**src/rtl/bvl_consts.svh**
```systemverilog
// offsets, field positions, reset values and timing figures of the battery limiter bank
`ifndef BVL_CONSTS_SVH
`define BVL_CONSTS_SVH

// ****************************************
// register offsets
// ****************************************
`define BVL_OFS_KNEE 8'h0A
`define BVL_OFS_RATES 8'h0B
`define BVL_OFS_TRIP 8'h0C
`define BVL_OFS_CUTHOLD 8'h0D
`define BVL_OFS_TIES 8'h0E
`define BVL_OFS_CLIP 8'h0F
`define BVL_OFS_STATUS 8'h11

// ****************************************
// reset values
// ****************************************
`define BVL_RST_KNEE 8'h22
`define BVL_RST_RATES 8'hA0
`define BVL_RST_TRIP 8'h22
`define BVL_RST_CUTHOLD 8'h65
`define BVL_RST_TIES 8'h00
`define BVL_RST_CLIP 8'hFF

// ****************************************
// field positions and writable masks
// ****************************************
`define BVL_RATES_MASK 8'hF1
`define BVL_TIES_MASK 8'h0F
`define BVL_STATUS_GAINCUT_BIT 5

// ****************************************
// timing figures
// ****************************************
`define BVL_CLK_MHZ 50
`define BVL_US_PER_MS 1000
`define BVL_ATK_US_0 120
`define BVL_ATK_US_1 60
`define BVL_ATK_US_2 30
`define BVL_ATK_US_3 20
`define BVL_REL_MS_0 3200
`define BVL_REL_MS_1 1600
`define BVL_REL_MS_2 1200
`define BVL_REL_MS_3 800
`define BVL_HOLD_STEP_MS 200
`define BVL_HOLD_MS_11 2500
`define BVL_HOLD_MS_12 3000
`define BVL_HOLD_MS_13 4000
`define BVL_HOLD_MS_14 5000
`define BVL_HOLD_MS_15 6000
// one attenuation step is 0.75 dB, so a per-dB time scales by 3/4
`define BVL_STEP_NUM 3
`define BVL_STEP_DEN 4

`endif

```
**src/rtl/bvl_pkg.sv**
```systemverilog
// types shared by the battery limiter bank
package bvl_pkg;
   typedef enum logic [1:0] {
      CUT_IDLE,
      CUT_ATTACK,
      CUT_HOLD,
      CUT_RELEASE
   } bvl_state_t;

   typedef enum logic [1:0] {
      MODE_OFF,
      MODE_ON,
      MODE_MUTE,
      MODE_BELOW
   } bvl_mode_t;
endpackage : bvl_pkg

```
**src/rtl/bvl_ramp_if.sv**
```systemverilog
// carrier between the register bank and the attenuation ramp
interface bvl_ramp_if;
   logic cutOn;
   logic tripped;
   logic [4:0] maxSteps;
   logic [31:0] attackCycles;
   logic [31:0] releaseCycles;
   logic [31:0] holdCycles;
   logic [4:0] depth;

   modport ctrl (output cutOn, tripped, maxSteps, attackCycles, releaseCycles, holdCycles,
      input depth);
   modport ramp (input cutOn, tripped, maxSteps, attackCycles, releaseCycles, holdCycles,
      output depth);
endinterface : bvl_ramp_if

```
**src/rtl/bvl_top.sv**
```systemverilog
// register bank and control of the battery-voltage gain limiter
//
// Summary of operation
// - An 8-bit knee level is held; at or below it the audio limiter is muted or engaged, by mode.
// - The 2-bit release code selects 3200, 1600, 1200 or 800 ms per dB of release.
// - The 2-bit attack code selects 120, 60, 30 or 20 us per dB of attack.
// - With the enable bit set the battery cut starts once the battery code reaches the trip level; cleared it cuts nothing.
// - Cut depth is capped at 0.75 dB times the 4-bit code plus one.
// - Hold-off code 0 is none, 1 to 10 are 200 ms steps, 11 to 15 are 2500, 3000, 4000, 5000 and 6000 ms.
// - Four tie bits at 0 to 3 each link limiter gain to automatic gain input 1 to 4.
// - The rates byte resets to A0: 1200 ms/dB release, 30 us/dB attack, cut off.
// - The depth and hold-off byte resets to 65: 5.25 dB cap and 1000 ms hold-off.
// - A level code means 4 + 14*code/255 volts, so knee and trip compare directly in codes.
// - Mode 10 mutes while below the knee; mode 11 engages the limiter only while below it.
// - Status bit 5 reads 1 while any limiter or gain cut is reducing gain.
`include "bvl_consts.svh"

module bvl_top #(
   parameter int unsigned CYC_PER_US = `BVL_CLK_MHZ,
   parameter int unsigned US_PER_MS = `BVL_US_PER_MS
) (
   input wire logic clk_sys,
   input wire logic resetn,
   input wire logic [7:0] regAddr,
   input wire logic [7:0] regWrData,
   input wire logic regWrEn,
   input wire logic regRdEn,
   output logic [7:0] regRdData,
   output logic regRdValid,
   input wire logic [7:0] batteryLevel,
   input wire logic [1:0] peakCutMode,
   input wire logic peakCutReducing,
   output logic kneeReached,
   output logic muteRequest,
   output logic peakCutEngage,
   output logic [4:0] battCutDepth,
   output logic [3:0] peakCutTies,
   output logic [7:0] clipPoint,
   output logic gainCutActive
);
   // ****************************************
   // elaboration checks
   // ****************************************
   // the longest release and hold-off counts must still fit the 32-bit timers
   if (CYC_PER_US < 1 || CYC_PER_US > 1000 || US_PER_MS < 1 || US_PER_MS > 1000 ||
      CYC_PER_US * US_PER_MS > 100000) begin : gChk
      $error("bvl_top: timing scale out of range");
   end

   // ****************************************
   // register storage
   // ****************************************
   logic [7:0] knee_reg;
   logic [7:0] rates_reg;
   logic [7:0] trip_reg;
   logic [7:0] cutHold_reg;
   logic [7:0] ties_reg;
   logic [7:0] clip_reg;
   logic [7:0] rdData_next;

   // software writes, reserved bits masked off
   always_ff @(posedge clk_sys or negedge resetn) begin
      if (!resetn) begin
         rates_reg <= `BVL_RST_RATES;
         cutHold_reg <= `BVL_RST_CUTHOLD;
         knee_reg <= `BVL_RST_KNEE;
         trip_reg <= `BVL_RST_TRIP;
         ties_reg <= `BVL_RST_TIES;
         clip_reg <= `BVL_RST_CLIP;
      end else if (regWrEn) begin
         unique case (regAddr)
            `BVL_OFS_KNEE: knee_reg <= regWrData;
            `BVL_OFS_RATES: rates_reg <= regWrData & `BVL_RATES_MASK;
            `BVL_OFS_TRIP: trip_reg <= regWrData;
            `BVL_OFS_CUTHOLD: cutHold_reg <= regWrData;
            `BVL_OFS_TIES: ties_reg <= regWrData & `BVL_TIES_MASK;
            `BVL_OFS_CLIP: clip_reg <= regWrData;
            default: begin
            end
         endcase
      end
   end

   // read multiplexer, unmapped offsets read zero
   always_comb begin
      rdData_next = 8'h00;
      unique case (regAddr)
         `BVL_OFS_KNEE: rdData_next = knee_reg;
         `BVL_OFS_RATES: rdData_next = rates_reg;
         `BVL_OFS_TRIP: rdData_next = trip_reg;
         `BVL_OFS_CUTHOLD: rdData_next = cutHold_reg;
         `BVL_OFS_TIES: rdData_next = ties_reg;
         `BVL_OFS_CLIP: rdData_next = clip_reg;
         `BVL_OFS_STATUS: rdData_next[`BVL_STATUS_GAINCUT_BIT] = gainCutActive;
         default: rdData_next = 8'h00;
      endcase
   end

   // registered read answer, one cycle after the strobe
   always_ff @(posedge clk_sys or negedge resetn) begin
      if (!resetn) begin
         regRdData <= 8'h00;
         regRdValid <= 1'b0;
      end else begin
         regRdValid <= regRdEn;
         if (regRdEn) begin
            regRdData <= rdData_next;
         end
      end
   end

   // ****************************************
   // timing selection
   // ****************************************
   logic [31:0] atkUs;
   logic [31:0] relMs;
   logic [31:0] holdMs;
   logic [3:0] holdCode;

   assign holdCode = cutHold_reg[3:0];

   // per-dB attack and release figures from the rate codes
   always_comb begin
      atkUs = 32'(`BVL_ATK_US_2);
      relMs = 32'(`BVL_REL_MS_2);
      unique case (rates_reg[5:4])
         2'h0: atkUs = 32'(`BVL_ATK_US_0);
         2'h1: atkUs = 32'(`BVL_ATK_US_1);
         2'h2: atkUs = 32'(`BVL_ATK_US_2);
         2'h3: atkUs = 32'(`BVL_ATK_US_3);
      endcase
      unique case (rates_reg[7:6])
         2'h0: relMs = 32'(`BVL_REL_MS_0);
         2'h1: relMs = 32'(`BVL_REL_MS_1);
         2'h2: relMs = 32'(`BVL_REL_MS_2);
         2'h3: relMs = 32'(`BVL_REL_MS_3);
      endcase
   end

   // hold-off figure from its code
   always_comb begin
      holdMs = 32'(holdCode) * 32'(`BVL_HOLD_STEP_MS);
      unique case (holdCode)
         4'hB: holdMs = 32'(`BVL_HOLD_MS_11);
         4'hC: holdMs = 32'(`BVL_HOLD_MS_12);
         4'hD: holdMs = 32'(`BVL_HOLD_MS_13);
         4'hE: holdMs = 32'(`BVL_HOLD_MS_14);
         4'hF: holdMs = 32'(`BVL_HOLD_MS_15);
         default: holdMs = 32'(holdCode) * 32'(`BVL_HOLD_STEP_MS);
      endcase
   end

   // ****************************************
   // attenuation ramp
   // ****************************************
   bvl_ramp_if rampIf ();

   assign rampIf.cutOn = rates_reg[0];
   assign rampIf.tripped = (batteryLevel <= trip_reg);
   assign rampIf.maxSteps = {1'b0, cutHold_reg[7:4]} + 5'h01;
   assign rampIf.attackCycles = atkUs * 32'(CYC_PER_US) * 32'(`BVL_STEP_NUM)
      / 32'(`BVL_STEP_DEN);
   assign rampIf.releaseCycles = relMs * 32'(US_PER_MS) * 32'(CYC_PER_US)
      * 32'(`BVL_STEP_NUM) / 32'(`BVL_STEP_DEN);
   assign rampIf.holdCycles = holdMs * 32'(US_PER_MS) * 32'(CYC_PER_US);

   bvl_ramp uRamp (
      .clk_sys(clk_sys),
      .resetn(resetn),
      .rampIf(rampIf)
   );

   // ****************************************
   // audio limiter mode control and outputs
   // ****************************************
   logic belowKnee;

   assign belowKnee = (batteryLevel <= knee_reg);

   // knee, mute and engage requests by mode
   always_ff @(posedge clk_sys or negedge resetn) begin
      if (!resetn) begin
         kneeReached <= 1'b0;
         muteRequest <= 1'b0;
         peakCutEngage <= 1'b0;
      end else begin
         kneeReached <= belowKnee;
         muteRequest <= (bvl_pkg::bvl_mode_t'(peakCutMode) == bvl_pkg::MODE_MUTE) && belowKnee;
         unique case (bvl_pkg::bvl_mode_t'(peakCutMode))
            bvl_pkg::MODE_OFF: peakCutEngage <= 1'b0;
            bvl_pkg::MODE_ON: peakCutEngage <= 1'b1;
            bvl_pkg::MODE_MUTE: peakCutEngage <= 1'b0;
            bvl_pkg::MODE_BELOW: peakCutEngage <= belowKnee;
         endcase
      end
   end

   // depth, ties, clip and status outputs
   always_ff @(posedge clk_sys or negedge resetn) begin
      if (!resetn) begin
         battCutDepth <= 5'h00;
         peakCutTies <= 4'h0;
         clipPoint <= `BVL_RST_CLIP;
         gainCutActive <= 1'b0;
      end else begin
         battCutDepth <= rampIf.depth;
         peakCutTies <= ties_reg[3:0];
         clipPoint <= clip_reg;
         gainCutActive <= (rampIf.depth != 5'h00) || peakCutReducing;
      end
   end
endmodule : bvl_top

```
**src/rtl/bvl_ramp.sv**
```systemverilog
// attenuation ramp of the battery limiter: attack, hold-off and release
module bvl_ramp (
   input wire logic clk_sys,
   input wire logic resetn,
   bvl_ramp_if.ramp rampIf
);
   bvl_pkg::bvl_state_t state_reg;
   logic [31:0] timer_reg;
   logic [4:0] depth_reg;
   logic timerDone;

   assign rampIf.depth = depth_reg;

   // timer has reached the period selected by the current state
   always_comb begin
      timerDone = 1'b0;
      unique case (state_reg)
         bvl_pkg::CUT_ATTACK: timerDone = (timer_reg + 32'h1 >= rampIf.attackCycles);
         bvl_pkg::CUT_HOLD: timerDone = (timer_reg + 32'h1 >= rampIf.holdCycles);
         bvl_pkg::CUT_RELEASE: timerDone = (timer_reg + 32'h1 >= rampIf.releaseCycles);
         bvl_pkg::CUT_IDLE: timerDone = 1'b0;
      endcase
   end

   // step machine, one 0.75 dB step per period
   always_ff @(posedge clk_sys or negedge resetn) begin
      if (!resetn) begin
         state_reg <= bvl_pkg::CUT_IDLE;
         timer_reg <= 32'h0;
         depth_reg <= 5'h00;
      end else if (!rampIf.cutOn) begin
         state_reg <= bvl_pkg::CUT_IDLE;
         timer_reg <= 32'h0;
         depth_reg <= 5'h00;
      end else if (rampIf.tripped) begin
         if (state_reg != bvl_pkg::CUT_ATTACK) begin
            state_reg <= bvl_pkg::CUT_ATTACK;
            timer_reg <= 32'h0;
         end else if (timerDone) begin
            timer_reg <= 32'h0;
            if (depth_reg < rampIf.maxSteps) begin
               depth_reg <= depth_reg + 5'h01;
            end
         end else begin
            timer_reg <= timer_reg + 32'h1;
         end
         if (depth_reg > rampIf.maxSteps) begin
            depth_reg <= rampIf.maxSteps;
         end
      end else begin
         unique case (state_reg)
            bvl_pkg::CUT_IDLE: begin
               timer_reg <= 32'h0;
            end
            bvl_pkg::CUT_ATTACK: begin
               timer_reg <= 32'h0;
               if (depth_reg == 5'h00) begin
                  state_reg <= bvl_pkg::CUT_IDLE;
               end else if (rampIf.holdCycles == 32'h0) begin
                  state_reg <= bvl_pkg::CUT_RELEASE;
               end else begin
                  state_reg <= bvl_pkg::CUT_HOLD;
               end
            end
            bvl_pkg::CUT_HOLD: begin
               if (timerDone) begin
                  state_reg <= bvl_pkg::CUT_RELEASE;
                  timer_reg <= 32'h0;
               end else begin
                  timer_reg <= timer_reg + 32'h1;
               end
            end
            bvl_pkg::CUT_RELEASE: begin
               if (depth_reg == 5'h00) begin
                  state_reg <= bvl_pkg::CUT_IDLE;
                  timer_reg <= 32'h0;
               end else if (timerDone) begin
                  timer_reg <= 32'h0;
                  depth_reg <= depth_reg - 5'h01;
               end else begin
                  timer_reg <= timer_reg + 32'h1;
               end
            end
         endcase
      end
   end
endmodule : bvl_ramp

```
**config.mk**
```make
export PLATFORM = sky130hd
export DESIGN_NAME = bvl_top
export DESIGN_NICKNAME = d
export VERILOG_FILES = /design/src/rtl/bvl_pkg.sv /design/src/rtl/bvl_ramp_if.sv /design/src/rtl/bvl_top.sv /design/src/rtl/bvl_ramp.sv
export VERILOG_INCLUDE_DIRS = /design/src /design/src/rtl
export SDC_FILE = /design/constraint.sdc
export NUM_CORES = 1
export LEC_CHECK = 0
export ABC_CLOCK_PERIOD_IN_PS = 14120
export BUFFER_PORTS_ARGS = -buffer_cell sky130_fd_sc_hd__buf_2
export CORE_ASPECT_RATIO = 0.7
export CORE_MARGIN = 3
export CORE_UTILIZATION = 50
export CTS_CLUSTER_DIAMETER = 50
export DETAILED_ROUTE_END_ITERATION = 10
export GPL_ROUTABILITY_DRIVEN = 0
export PLACE_DENSITY = 0.67
export SYNTH_ARGS = -nofsm -noshare
export SYNTH_HDL_FRONTEND = slang
export SYNTH_HIERARCHICAL = 1
export SYNTH_SLANG_ARGS = --single-unit
```
**constraint.sdc**
```tcl
create_clock -name clk_sys -period 14.12 [get_ports clk_sys]
set_input_delay 2.118 -clock clk_sys [delete_from_list [all_inputs] [get_ports clk_sys]]
set_output_delay 2.118 -clock clk_sys [all_outputs]
set_load 0.02 [all_outputs]
```
* Yosys cells after proc, flatten, opt, wreduce, memory -nomap -nowiden *
Index checks and enable logic that the tools add are counted.

word-level totals
  bits in registers = 110
  bits in latches = 0
  bits in writable memories = 0
  bits in read-only memories = 0
  input port bits = 31
  output and inout bits = 30
  word-level logic and storage cells = 122
  memories kept = 0

cells by class
  $add $sub $neg = 4
  $mul = 8
  divide/modulo/power cells = 0
  order comparisons = 7
  equal/unequal tests = 35
  shift-type cells = 0
  multiplexer cells = 31
  bitwise operators = 0
  reductions and logical operators = 19

operator list
  operator                 count
  $pmux W32 S4             2
  $mux W32                 5
  $pmux W32 S3             1
  $pmux W13 S5             1
  $ge A32 B30 Y1           2
  $mul A32 B7 Y29 const B  2
  $mul A29 B5 Y28 const B  2
  $eq A8 B4 Y1 const B     6
  $mux W5                  9
  $add A32 B1 Y32 const B  1
  $ge A32 B32 Y1           1
  $logic_not A32 Y1        1
  $mul A32 B5 Y31 const B  1
  $mul A31 B2 Y31 const B  1
  $pmux W5 S6              1
  $mul A28 B2 Y28 const B  1
  $eq A4 B4 Y1 const B     5
  $eq A2 B2 Y1 const B     8
  $le A8 B8 Y1             2
  $mux W2                  6
  $reduce_and A2 Y1        6
  $pmux W2 S5              1
  $mul A4 B5 Y9 const B    1
  $ne A3 B1 Y1 const B     3
  other kinds (27)         35

* Longest topological paths before layout *
Gate-level depths: netlist (run 1).

  depth after elaboration = 12
  mapped depth = 45
  depth with buffers taken out = 44

* Modules after synthesis *
The synthesis (run 1) kept the hierarchy.

by module, submodules not included
  module    instances  cells an instance  area an instance (um^2)
  bvl_top   1          943                9019.9
  bvl_ramp  1          600                4799.6

* Least setup slack after synthesis (run 1) *
OpenSTA, ideal clock, no wires.

  kind = register to register
  start = reg cutHold_reg[0]
  end = reg uRamp.timer_reg[10]
  library setup time = 73 ps
  arrival = 10352 ps
  data required time = 14047 ps
  path slack = 3695 ps
  cell stages (with the launch flop) = 44
  cells stage by stage = dfstp_2 > inv_1 > ha_1 > ha_1 > fa_1 > xnor2_1 > o21ai_0 > inv_1 > fa_1 > fa_1 > fa_1 > inv_1 > ha_1 > ha_1 > and3_1 > and2_1 > a32o_1 > a31o_2 > [8 not listed] > ha_1 > nand3_1 > nand2b_1 > o21ba_1 > o21ai_1 > a2111o_1 > nand3_1 > inv_1 > ha_1 > a21oi_1 > a21boi_0 > a2111oi_0 > o22ai_1 > a21oi_1 > o211ai_1 > or3b_1 > buf_2 > nor2b_1

on the way
  longest elaborated chain between the ends = 11
  elaborated cells on any way between the ends = 17

RTL lines
  element                                               RTL line                                        source
  start, declared                                       bvl_top.sv:56                                   logic [7:0] cutHold_reg;
  start signal, assigned                                bvl_top.sv:65                                   cutHold_reg <= `BVL_RST_CUTHOLD;
  start signal, assigned                                bvl_top.sv:75                                   `BVL_OFS_CUTHOLD: cutHold_reg <= regWrData;
  $mul A4 B5 Y9 / $eq A4 B4 Y1 (equally long branches)  bvl_top.sv:149, bvl_top.sv:143
  $pmux W13 S5 (*)                                      bvl_top.sv:143                                  unique case (holdCode)
  $mul A32 B7 Y29 (*)                                   bvl_top.sv:165                                  assign rampIf.holdCycles = holdMs * 32'(US_PER_MS) * 32'(CYC_PER_US);
  $mul A29 B5 Y28 (*)                                   bvl_top.sv:165
  net rampIf.holdCycles[30]                             bvl_ramp_if.sv:8                                logic [31:0] holdCycles;
  $ge A32 B32 Y1 (*)                                    bvl_ramp.sv:19                                  bvl_pkg::CUT_HOLD: timerDone = (timer_reg + 32'h1 >= rampIf.holdCycles);
  $pmux W1 S4 (*)                                       bvl_ramp.sv:17                                  unique case (state_reg)
  $mux W32 (*)                                          bvl_ramp.sv:39, bvl_ramp.sv:66, bvl_ramp.sv:77
  $mux W32                                              bvl_ramp.sv:74                                  if (depth_reg == 5'h00) begin
  $pmux W32 S3                                          bvl_ramp.sv:51                                  unique case (state_reg)
  $mux W32 (*)                                          bvl_ramp.sv:35                                  end else if (rampIf.tripped) begin
  $mux W32 (*)                                          bvl_ramp.sv:31                                  end else if (!rampIf.cutOn) begin
  end signal, assigned                                  bvl_ramp.sv:45                                  timer_reg <= timer_reg + 32'h1;
  end signal, assigned                                  bvl_ramp.sv:70                                  timer_reg <= timer_reg + 32'h1;
  end signal, assigned                                  bvl_ramp.sv:81                                  timer_reg <= timer_reg + 32'h1;
  end, declared                                         bvl_ramp.sv:8                                   logic [31:0] timer_reg;

Mark *: on every way through the listed nets, which the timed path passes. The rest lies on a longest branch.
A chain may end at the register's enable or synchronous reset.

* Worst setup path in the final report (run 1) *
  start = reg cutHold_reg[0]
  end = reg uRamp.timer_reg[8]

The elaborated chain is that of the path after synthesis.

==> results of run 1 <==
-- cell usage in the layout, fill, tap and decap left out, types with 11 or more instances in the layout --
cell and instances:
sky130_fd_sc_hd__dfrtp_1 84, sky130_fd_sc_hd__nand4_1 27, sky130_fd_sc_hd__nand2b_1 15, sky130_fd_sc_hd__a221oi_1 11, sky130_fd_sc_hd__xor2_1 30, sky130_fd_sc_hd__o21ai_1 16, sky130_fd_sc_hd__o21a_1 15, sky130_fd_sc_hd__nor2b_1 45
sky130_fd_sc_hd__inv_1 229, sky130_fd_sc_hd__o21ai_0 57, sky130_fd_sc_hd__fa_1 50, sky130_fd_sc_hd__a21oi_1 85, sky130_fd_sc_hd__nand3_1 42, sky130_fd_sc_hd__conb_1 38, sky130_fd_sc_hd__dfstp_2 26, sky130_fd_sc_hd__and3_1 20
sky130_fd_sc_hd__nor3_1 14, sky130_fd_sc_hd__nor2_1 62, sky130_fd_sc_hd__nand2_1 104, sky130_fd_sc_hd__nor4_1 12, sky130_fd_sc_hd__mux2_2 34, sky130_fd_sc_hd__a21o_1 28, sky130_fd_sc_hd__buf_2 59, sky130_fd_sc_hd__xnor2_1 54
sky130_fd_sc_hd__ha_1 294
-- worst min path at each step --
stage                              end  slack (ps)  depth (start not counted)
after global routing      clipPoint[3]         390                          0
after global placement    clipPoint[4]         370                          0
after CTS                 clipPoint[4]         380                          0
after detailed placement  clipPoint[4]         370                          0
final                     clipPoint[4]         380                          0
after floorplan           clipPoint[0]         360                          0
-- area by class of cell --
type / count / share of cell area, %
repair buffers: 64 / 2.23
multi-input cells: 1208 / 68.2
inverters: 235 / 5.92
well taps: 364 / 3.05
diodes: 1 / 0.0168
flip-flops and latches: 110 / 18.7
clock inverters: 7 / 0.428
clock buffers: 9 / 1.51
-- metal layers --
metal  part of all wire, %  GRT usage [%]  vias to the layer above
met5                     0              0                        -
met4                  0.53           2.37                        0
met3                   4.7           4.04                       14
met2                    43           33.5                      194
met1                    52           34.5                     5252
li1                      -              -                     5541
-- power groups by stage --
stage / Clock [mW] / Combinational [mW] / Sequential (mW)
global placement: 0 / 0.872 / 0.342
CTS: 0.262 / 0.903 / 0.337
detailed placement: 0 / 0.893 / 0.343
finish: 0.257 / 0.905 / 0.337
floorplan: 0 / 0.677 / 0.344
global route: 0.272 / 1.04 / 0.339
-- cell families after synthesis --
family | count (synthesis)
flops | 110
xor+xnor | 84
other cells | 1
fa+ha+maj | 344
compound gates | 310
simple gates | 387
mux | 45
buf+inv | 262
-- worst max-delay path, delay by kind of cell (launching register included) --
kind | cells | cell delay, ps
simple gates | 7 | 1870
fa+ha+maj | 13 | 4920
xor+xnor | 2 | 420
compound gates | 14 | 3510
buf+inv | 6 | 500
flops | 1 | 600
-- per-stage QoR --
step | total power, mW | hold WS (ps) | worst slack [ps]
2_1_floorplan | 1.02 | 357 | 3700
3_3_place_gp | 1.21 | 366 | 2650
3_5_place_dp | 1.24 | 365 | 2250
4_1_cts | 1.50 | 377 | 2190
5_1_grt | 1.65 | 385 | 1450
6_report | 1.50 | 378 | 2180
==> results list, run 1 <==
* Result of the run: finished clean
- The clock passes through at most 2 buffers.
- The layout has approximately 2,400 filler cells.
- Setup crit start kind: register
- Global routing used roughly 22% of the available tracks.
- Placement row count: 50
* Final-report setup violation count: 0
- The first global-routing pass estimated ~55 mm of wire.
* Pins Over Slew Limit: 0
- Proportion of synthesized chip area in sequential cells: between 20 and 25%
- Area taken by flip-flops and latches: roughly 0.0028 mm^2
* Post-layout utilization of the core: between 50 and 60%
- The mapped netlist covers ~0.014 mm^2.
* Compound-gate portion of the synthesized area: roughly 15%
- Initial antenna violation count: 1
* Die Outline Area: 0.0297 mm^2
* Post-Synthesis Mean Instance Area: between 8 and 9 um^2
- Pin placement for this block handled just over 60 I/O pins.
- DRC violations left: 0
* Buffer cell driving the clock tree root: sky130_fd_sc_hd__clkbuf_16
* Startpoint of the lowest-slack hold path: clip_reg[4]
* R2R setup slack: 2180 ps
* Xor and xnor fraction of the mapped netlist area: under 10%
- The commonest cells after synthesis are sky130_fd_sc_hd__ha_1 (294), sky130_fd_sc_hd__inv_1 (229), sky130_fd_sc_hd__nand2_1 (104).
- Critical path data required time: about 14,000 ps
- Leading register cell type out of synthesis: sky130_fd_sc_hd__dfrtp_1
- Proportion of synthesized flip-flops having asynchronous set or reset: 100%
- H-Tree Depth: 3
* Final period util: approximately 85%
* Measured slew at the worst slew-check pin: about 1100 ps
- Summing all placed instances gives a cell area of 0.0146 mm^2.
* Unrepaired setup endpoints after global routing: false
- Following the worst setup path forward leads to its endpoint at uRamp/timer_reg[8].
- The share of total power dissipated in the clock network is ~17%.
- Hold bufs inserted after CTS: 0
- Per-cell routed wire length: 16.4 um
- Static Leak: a little under 8 nW
- First drt pass iteration count: 5
* Number of enable-type register cells in the synthesized netlist: 0
* Total Neg Setup Slack: 0 ps
- Instance count after placement with tap cells included: 1,981
- The largest single stage delay on the critical path is ~840 ps.
- The first routing iteration left 654 violations.
- Reg-to-Reg End: uRamp/timer_reg[8]
- Hold Vio Cnt, Final: 0
* Highest clock frequency the design can meet: roughly 84 MHz
- The via count of the first global-routing pass is around 11,000.
* Netlist cell types: 94
* Via count of the routed design: between 10,000 and 15,000
- Worst hold-check path type: reg -> reg
- The register with the most flip-flops in the layout has 32 of them.
- Yosys warning count: 6
* Final non-filler cell total: between 1,500 and 2,000
- Relative to the synthesized area, the layout overhead comes to 7.90%.
- Comb power frac: 60.4%
- Largest net degree at the start of global routing: between 70 and 80
* Area inside the core boundary: about 0.027 mm^2
- For the final database, setup skew stands at about 10 ps.
- Once layout is done, the placed cells without fillers occupy 0.0149 mm^2.
- Count of cells resized by post-cts repair: 0
* Most frequent cell after synthesis: sky130_fd_sc_hd__ha_1
- The critical path in this run is classified as reg -> reg.
* Largest area contributor in the synthesized netlist: sky130_fd_sc_hd__ha_1
* Seq pwr share: between 20 and 25%
- TritonCTS clock tree: done
* Clock period minus worst slack: around 12,000 ps
- Clock-pin slew was measured on the worst setup and hold paths at 80 ps.
* Relative slew margins: ~29%
* Timing startpoint of the critical path: cutHold_reg[0]
* X dimension of the die: slightly above 200 um
* CP Capture Type: register
- Yosys attributes the largest share of cell area to sky130_fd_sc_hd__ha_1 (27%), sky130_fd_sc_hd__dfrtp_1 (15%), sky130_fd_sc_hd__fa_1 (7.2%).
- Slowest-stage cell, CP: sky130_fd_sc_hd__or3b_1
* Combinational family with the most area after synthesis: adder cells
- In this run the power density over the cells is 101 mW/mm^2.
- Final net count: 2,003
* Switching portion of total power: roughly 46%
- Antenna-violating nets left: 0
- Overflow left after global routing: 0
- Internal power comes to between 800 and 900 uW.
* Die height: about 150 um
- The worst register-to-register path begins at cutHold_reg[0].
- In this run the biggest area consumer among cell types represents 26.6% of the synthesized area.
* Fraction of final layout cells sized beyond drive strength 1: between 10% and 20%
- For this configuration, the core starts out at a cell density of a little over 50%.
* Worst skew pair latency: 360 ps
* Post-synthesis adder-cell area fraction: about a third
- After technology mapping, the gate count stands at 1,543.
* Multi-input gate area in the final layout: between 0.01 and 0.015 mm^2
- In this run, synthesis produced a sequential element count of 110.
* Num CTS Buffers: 9
- Post-CTS setup buffer count: 0
- Maximum fanout encountered on the critical timing path: 32
- Arrival time at the worst endpoint: between 10,000 and 15,000 ps
- Via density per instance: ~5.5
- Number of port buffers: 60
- Max-cap violation count: 0
- Post-synthesis mux area share: ~3.7%
* CTS sink cnt: 110
- Basic-gate share of the synthesized area counting and, or, nand and nor cells: 14.7%
- VDD IR max: ~130 uV
* Sw power: ~680 uW
- HPWL reported at the end of detailed placement: about 27 mm
- R2R depth: 42
- Worst path most repeated cell: sky130_fd_sc_hd__ha_1
- Routed Wire Length: around 33 mm
No activity file was read; power rests on OpenSTA's default activity.
==> inputs of run 2 (changes only) <==
- ABC_CLOCK_PERIOD_IN_PS: 14120 -> 12300
- clock period: 14.12 -> 12.3 ns (I/O delays scaled with it)
==> run 2 against run 1 <==
Non-clock buffer count up 3. Flip-flop and latch count unchanged. Clock skew grew 1.1 ps. Cell area grew 0.41%. First-iteration DRC count decreased by 0.76%. Clock-buffer cell count is 1 higher. Largest cell class unchanged.
==> results list, run 2 (synthesized netlist as in run 1, its figures left out) <==
- The detailed router finished its first iteration with roughly 650 violations.
- For this design the static power due to leakage is 7.90 nW.
- Static timing analysis puts the maximum clock frequency at between 80 and 90 MHz.
- Antenna-violating nets left: 0
- Setup violations remaining at the end of the flow were counted as 0.
* Highest-count cells in the layout ignoring fill and taps: sky130_fd_sc_hd__ha_1 (294), sky130_fd_sc_hd__inv_1 (229), sky130_fd_sc_hd__nand2_1 (104), sky130_fd_sc_hd__a21oi_1 (85), sky130_fd_sc_hd__dfrtp_1 (84)
- Arrival time at the worst endpoint: 11,740 ps
- Area inside the core boundary: between 0.02 and 0.03 mm^2
- Via count of the routed design: 11,000
- The final layout contains about 2,000 nets.
* Per-cell routed wire length: between 15 and 20 um
* Maximum fanout encountered on the critical timing path: 32
- Total power divided by cell area: about 120 mW/mm^2
* X dimension of the die: between 200 and 250 um
* Die height: around 150 um
- Clock-pin slew was measured on the worst setup and hold paths at roughly 80 ps.
* Initial antenna violation count: 1
* Die Outline Area: approximately 0.030 mm^2
- Pins Over Slew Limit: 0
- After detailed routing, the number of remaining DRC violations is 0.
* CTS Buffer Depth: 2
- The clock period could shrink to 11,470 ps.
* Result of the run: finished clean
* Worst skew pair latency: between 300 and 400 ps
- Final period util: between 90 and 100%
* Relative slew margins: a little over a third
- Global routing usage summed across all routing layers: 22.1%
- STA puts the critical path data required time at about 13,000 ps.
- Before antenna repair, the detailed router went through 5 iterations.
* Max-cap violation count: 0
* Hold Vio Cnt, Final: 0
* Setup crit start kind: register
- After detailed placement, the design holds a cell count of 1,984.
* Final Skew: approximately 11 ps
- Synthesis-to-layout area growth: 8.34%
* Measured slew at the worst slew-check pin: 951 ps
- Port buffering added 60 buffers.
- Of the cells placed in the final design, the portion with a size suffix greater than 1 is between 10% and 20%.
- between 60 and 70 I/O pins were placed.
* Global-route wire length before repair: ~54 mm
- Type of the setup path with the least slack: reg -> reg
- Worst hold-check path type: reg -> reg
- Measured on the finished design, the core utilization comes to 55.5%.
- Most common cell after layout, fill and taps aside: sky130_fd_sc_hd__ha_1
* Post-CTS setup buffer count: 0
- Counting the buffers created by CTS gives 9.
* Unrepaired setup endpoints after global routing: false
* Largest incremental delay on the critical path: about 800 ps
* Routed Wire Length: about 32 mm
- Final non-filler cell total: about 2,000
- Entering global routing, the biggest net connects 74 pins.
- H-Tree Depth: 3
- For this configuration, the core starts out at a cell density of between 50% and 60%.
* Hold bufs inserted after CTS: 0
- Worst-case setup slack after placement: between 800 and 900 ps
* VDD IR max: 122 uV
- The clock net in this run drives a total of 110 sinks.
* Vias in the first global route: 10,800
* Total Neg Setup Slack: 0 ps
* TritonCTS clock tree: done
- Detailed placement ended at an HPWL of between 20 and 30 mm.
- The worst register-to-register path has a setup slack of around 830 ps.
* CP Capture Type: register
- On the critical path, the stage with the largest delay is an instance of sky130_fd_sc_hd__or3b_2.
- Row generation in the floorplan step produced 50 rows.
- The register with the most flip-flops in the layout has 32 of them.
- FILL cells: 2,454
* Overflow left after global routing: 0
- Buffer cell driving the clock tree root: sky130_fd_sc_hd__clkbuf_16
- Final worst setup slack: 834 ps
- Via density per instance: about 5.5
run 2: changes by cell type in the layout (fill, tap and decap cells not counted), sizes merged:
cell,change
buf,+3
bufinv,+1
clkbuf,+1
clkinv,-1
inv,-1
run 2: power by group:
group          switching, mW  internal, mW  total (mW)
sequential            0.0104         0.376       0.387
combinational          0.617         0.417        1.03
clock                  0.150         0.170       0.319
total                  0.777         0.963        1.74
run 2: cell type report:
type	count	area, um^2	area share, %
clock inverter	6	88.8	0.593
timing repair buffer	67	355	2.37
multi-input combinational	1208	10200	67.9
antenna	1	2.50	0.0167
sequential	110	2790	18.6
tap	364	455	3.04
inverter	235	882	5.89
clock buffer	10	239	1.60
run 2: worst paths after layout:
check	cells past startpoint	end	startpoint
worst max-delay path	40	uRamp/timer_reg[19]	cutHold_reg[0]
worst min-delay path	0	clipPoint[6]	clip_reg[6]
worst max register to register	40	uRamp/timer_reg[19]	cutHold_reg[0]
worst min register to register	0	clipPoint[6]	clip_reg[6]
max in group asynchronous	2	uRamp/timer_reg[21]	resetn
min in group asynchronous	1	peakCutTies[1]	resetn
run 2: layer usage:
metal / global-route usage [%] / vias to the layer above / share of wire, %
li1: - / 5536 / -
met1: 34.7 / 5268 / 53
met2: 32.6 / 195 / 42
met3: 3.54 / 24 / 4.5
met4: 2.92 / 0 / 0.83
met5: 0 / - / 0
run 2: through the flow:
| step | hold WS [ps] | power, mW | cell area, um^2 |
|---|---|---|---|
| after floorplan | 357 | 1.17 | 14000 |
| after global placement | 367 | 1.39 | 14600 |
| after detailed placement | 366 | 1.42 | 14600 |
| after CTS | 378 | 1.75 | 15000 |
| after global routing | 379 | 1.93 | 15000 |
| final | 374 | 1.74 | 15000 |
run 2: timing repair:
item                                    4_1_cts  5_1_grt
endpoints found under the setup margin        0        3
endpoints found under the hold margin         0        0
resized for setup                             0        1
run 2: worst max-delay path: cells and delay by family, from the launching register on:
| kind | cells | cell delay [ps] |
|---|---|---|
| flops | 1 | 600 |
| xor+xnor | 2 | 480 |
| simple gates | 7 | 1780 |
| buf+inv | 6 | 480 |
| fa+ha+maj | 11 | 4320 |
| compound gates | 14 | 3710 |
==> inputs of run 3 (changes only) <==
- CTS_BUF_LIST: not set -> sky130_fd_sc_hd__clkbuf_4
==> run 3 against run 2 <==
Sequential share of layout area grew 0.21 points. Die area stayed put. Critical path depth unchanged. Clock power is 35% lower. Register-to-register slack got worse by 40 ps. Largest cell class unchanged. Critical path type unchanged. Critical endpoint unchanged.
==> results list, run 3 (synthesized netlist as in run 1, its figures left out) <==
* Final period util: a little over 90%
- Pins Over Slew Limit: 0
- In the final layout, the share of cells above drive strength 1 is about a tenth.
* Type of the setup path with the least slack: reg -> reg
* DP Area: 0.0146 mm^2
- In this run the critical register-to-register path is captured at uRamp/timer_reg[19].
- Derived from the worst setup path, the maximum achievable clock frequency is ~87 MHz.
* Antenna-violating nets left: 0
- R2R depth: 40
- HPWL reported at the end of detailed placement: ~27 mm
- Detailed routing inserted a total of around 11,000 vias.
* Number of flip-flops under the largest register name: 32
- The number of setup buffers added after CTS is 0.
* Clock period minus worst slack: about 12,000 ps
- CTS Buffer Depth: 2
- Setup crit start kind: register
* Worst skew pair latency: roughly 510 ps
- After filler insertion, the fill cell instance count of the layout stands at about 2,500.
- Post-CTS clock slew at the launch and capture registers of the worst setup and hold paths: about 200 ps
- Vias in the first global route: between 10,000 and 15,000
* Highest-count cells in the layout ignoring fill and taps: sky130_fd_sc_hd__ha_1 (294), sky130_fd_sc_hd__inv_1 (229), sky130_fd_sc_hd__nand2_1 (104), sky130_fd_sc_hd__a21oi_1 (85), sky130_fd_sc_hd__dfrtp_1 (84)
- For this run, the detailed router's first-pass iteration total came to 5.
* Final-report setup violation count: 0
- In this run the most critical hold path is launched from clip_reg[6].
* Effective utilization at floorplan: between 50% and 60%
- Largest incremental delay on the critical path: a little under 800 ps
* Worst hold-check path type: reg -> reg
* Smallest hold slack: ~370 ps
- The worst register-to-register path has a setup slack of 790 ps.
- Design area: about 0.015 mm^2
- The die covers around 0.030 mm^2.
- Initial antenna violation count: 1
- Setup repair after global routing left no endpoint under its margin.
- The slowest stage of the critical path is the sky130_fd_sc_hd__or3b_2 cell.
* Buffer cell driving the clock tree root: sky130_fd_sc_hd__clkbuf_4
- Per-cell routed wire length: roughly 16 um
* Routed Wire Length: between 30 and 40 mm
* DRC violations left: 0
- IO Pins: just over 60
* TritonCTS clock tree: done
- For this design, the sink count on the clock tree is 110.
- DRT iter0 DRCs: about 660
- The total overflow left after global routing is 0.
- Instance count after placement with tap cells included: a little under 2,000
- Max-cap violations in this run came to 0.
* Via density per instance: ~5.5
- In this run the horizontal extent of the chip is about 200 um.
* H-Tree Depth: 3
- Entering global routing, the biggest net connects 74 pins.
- Relative slew margins: between 30% and 40%
- For this run, the post-layout net count is 2,006.
- At the pin with the least slew margin, the transition time is 959 ps.
- Number of port buffers: 60
- Timing startpoint of the critical path: cutHold_reg[0]
- Count of cells resized by post-cts repair: 0
* Total Neg Setup Slack: 0 ps
- Measured on the finished design, the core utilization comes to ~55%.
- Critical path data required time: 12,730 ps
* Synthesis-to-layout area growth: 7.13%
- In this run the power density over the cells is about 110 mW/mm^2.
* Die height: roughly 150 um
- Startpoint of the lowest-slack register-to-register path: cutHold_reg[0]
- STA classifies the critical path endpoint as a register.
* Static Leak: between 7 and 8 nW
* Num CTS Buffers: 9
- Final Skew: 27.2 ps
- Across every metal layer, demand over resource in global routing totals 22.0%.
- Data arrives at the worst endpoint at approximately 12,000 ps.
- The initialized floorplan defines 50 standard-cell rows.
- The first global-routing pass estimated 54.0 mm of wire.
- The run finished with clean final reports.
* Hold Vio Cnt, Final: 0
* Hold bufs inserted after CTS: 0
- Final non-filler cell total: roughly 2,000
* Critical Path Sink: uRamp/timer_reg[19]
- IR analysis of the VDD net gives a maximum drop of roughly 120 uV.
- Maximum fanout encountered on the critical timing path: 32
- The floorplan step defined a core boundary enclosing ~0.027 mm^2.
- Most common cell after layout, fill and taps aside: sky130_fd_sc_hd__ha_1
==> run 3: metal layers <==
layer / routed length, um / GRT usage, % / vias up / part of all wire [%]
li1: - / - / 5541 / -
met1: 17200 / 34.5 / 5181 / 53
met2: 13200 / 32.0 / 216 / 41
met3: 1450 / 3.75 / 29 / 4.5
met4: 293 / 3.16 / 0 / 0.91
met5: 0 / 0 / - / 0
==> run 3: critical path, delay by kind of cell (launching register included) <==
| family | cells | cell delay [ps] |
|---|---|---|
| AND/OR/NAND/NOR | 7 | 1770 |
| adder cells (fa/ha/maj) | 11 | 4320 |
| AO/OA/AOI/OAI | 14 | 3730 |
| XOR/XNOR | 2 | 480 |
| buffers and inverters | 6 | 480 |
| flip-flops | 1 | 640 |
==> run 3: metrics by stage <==
stage	worst slack (ps)	total power, mW
2_1_floorplan	1880	1.17
3_3_place_gp	1170	1.39
3_5_place_dp	834	1.42
4_1_cts	757	1.63
5_1_grt	89.1	1.82
6_report	789	1.63
==> run 3: how the worst min path moves through the flow <==
stage,endpoint,cells after the start
global placement,clipPoint[5],0
detailed placement,clipPoint[5],0
CTS,clipPoint[2],0
finish,clipPoint[6],0
floorplan,clipPoint[0],0
global route,clipPoint[2],0
==> run 3: layout make-up <==
type / instances / area (um^2) / area share (%)
Inverter: 235 / 882 / 5.96
Multi-Input combinational cell: 1208 / 10200 / 68.7
Antenna cell: 1 / 2.50 / 0.0169
Clock inverter: 7 / 92.6 / 0.625
Timing Repair Buffer: 67 / 355 / 2.40
Clock buffer: 9 / 67.6 / 0.456
Tap cell: 364 / 455 / 3.08
Sequential cell: 110 / 2790 / 18.8
==> run 3: power breakdown <==
group	total (mW)	leakage, nW	switching, mW	internal (mW)
clock	0.206	0.0845	0.139	0.0670
sequential	0.387	1.40	0.0105	0.377
combinational	1.03	6.33	0.617	0.417
total	1.63	7.82	0.767	0.861
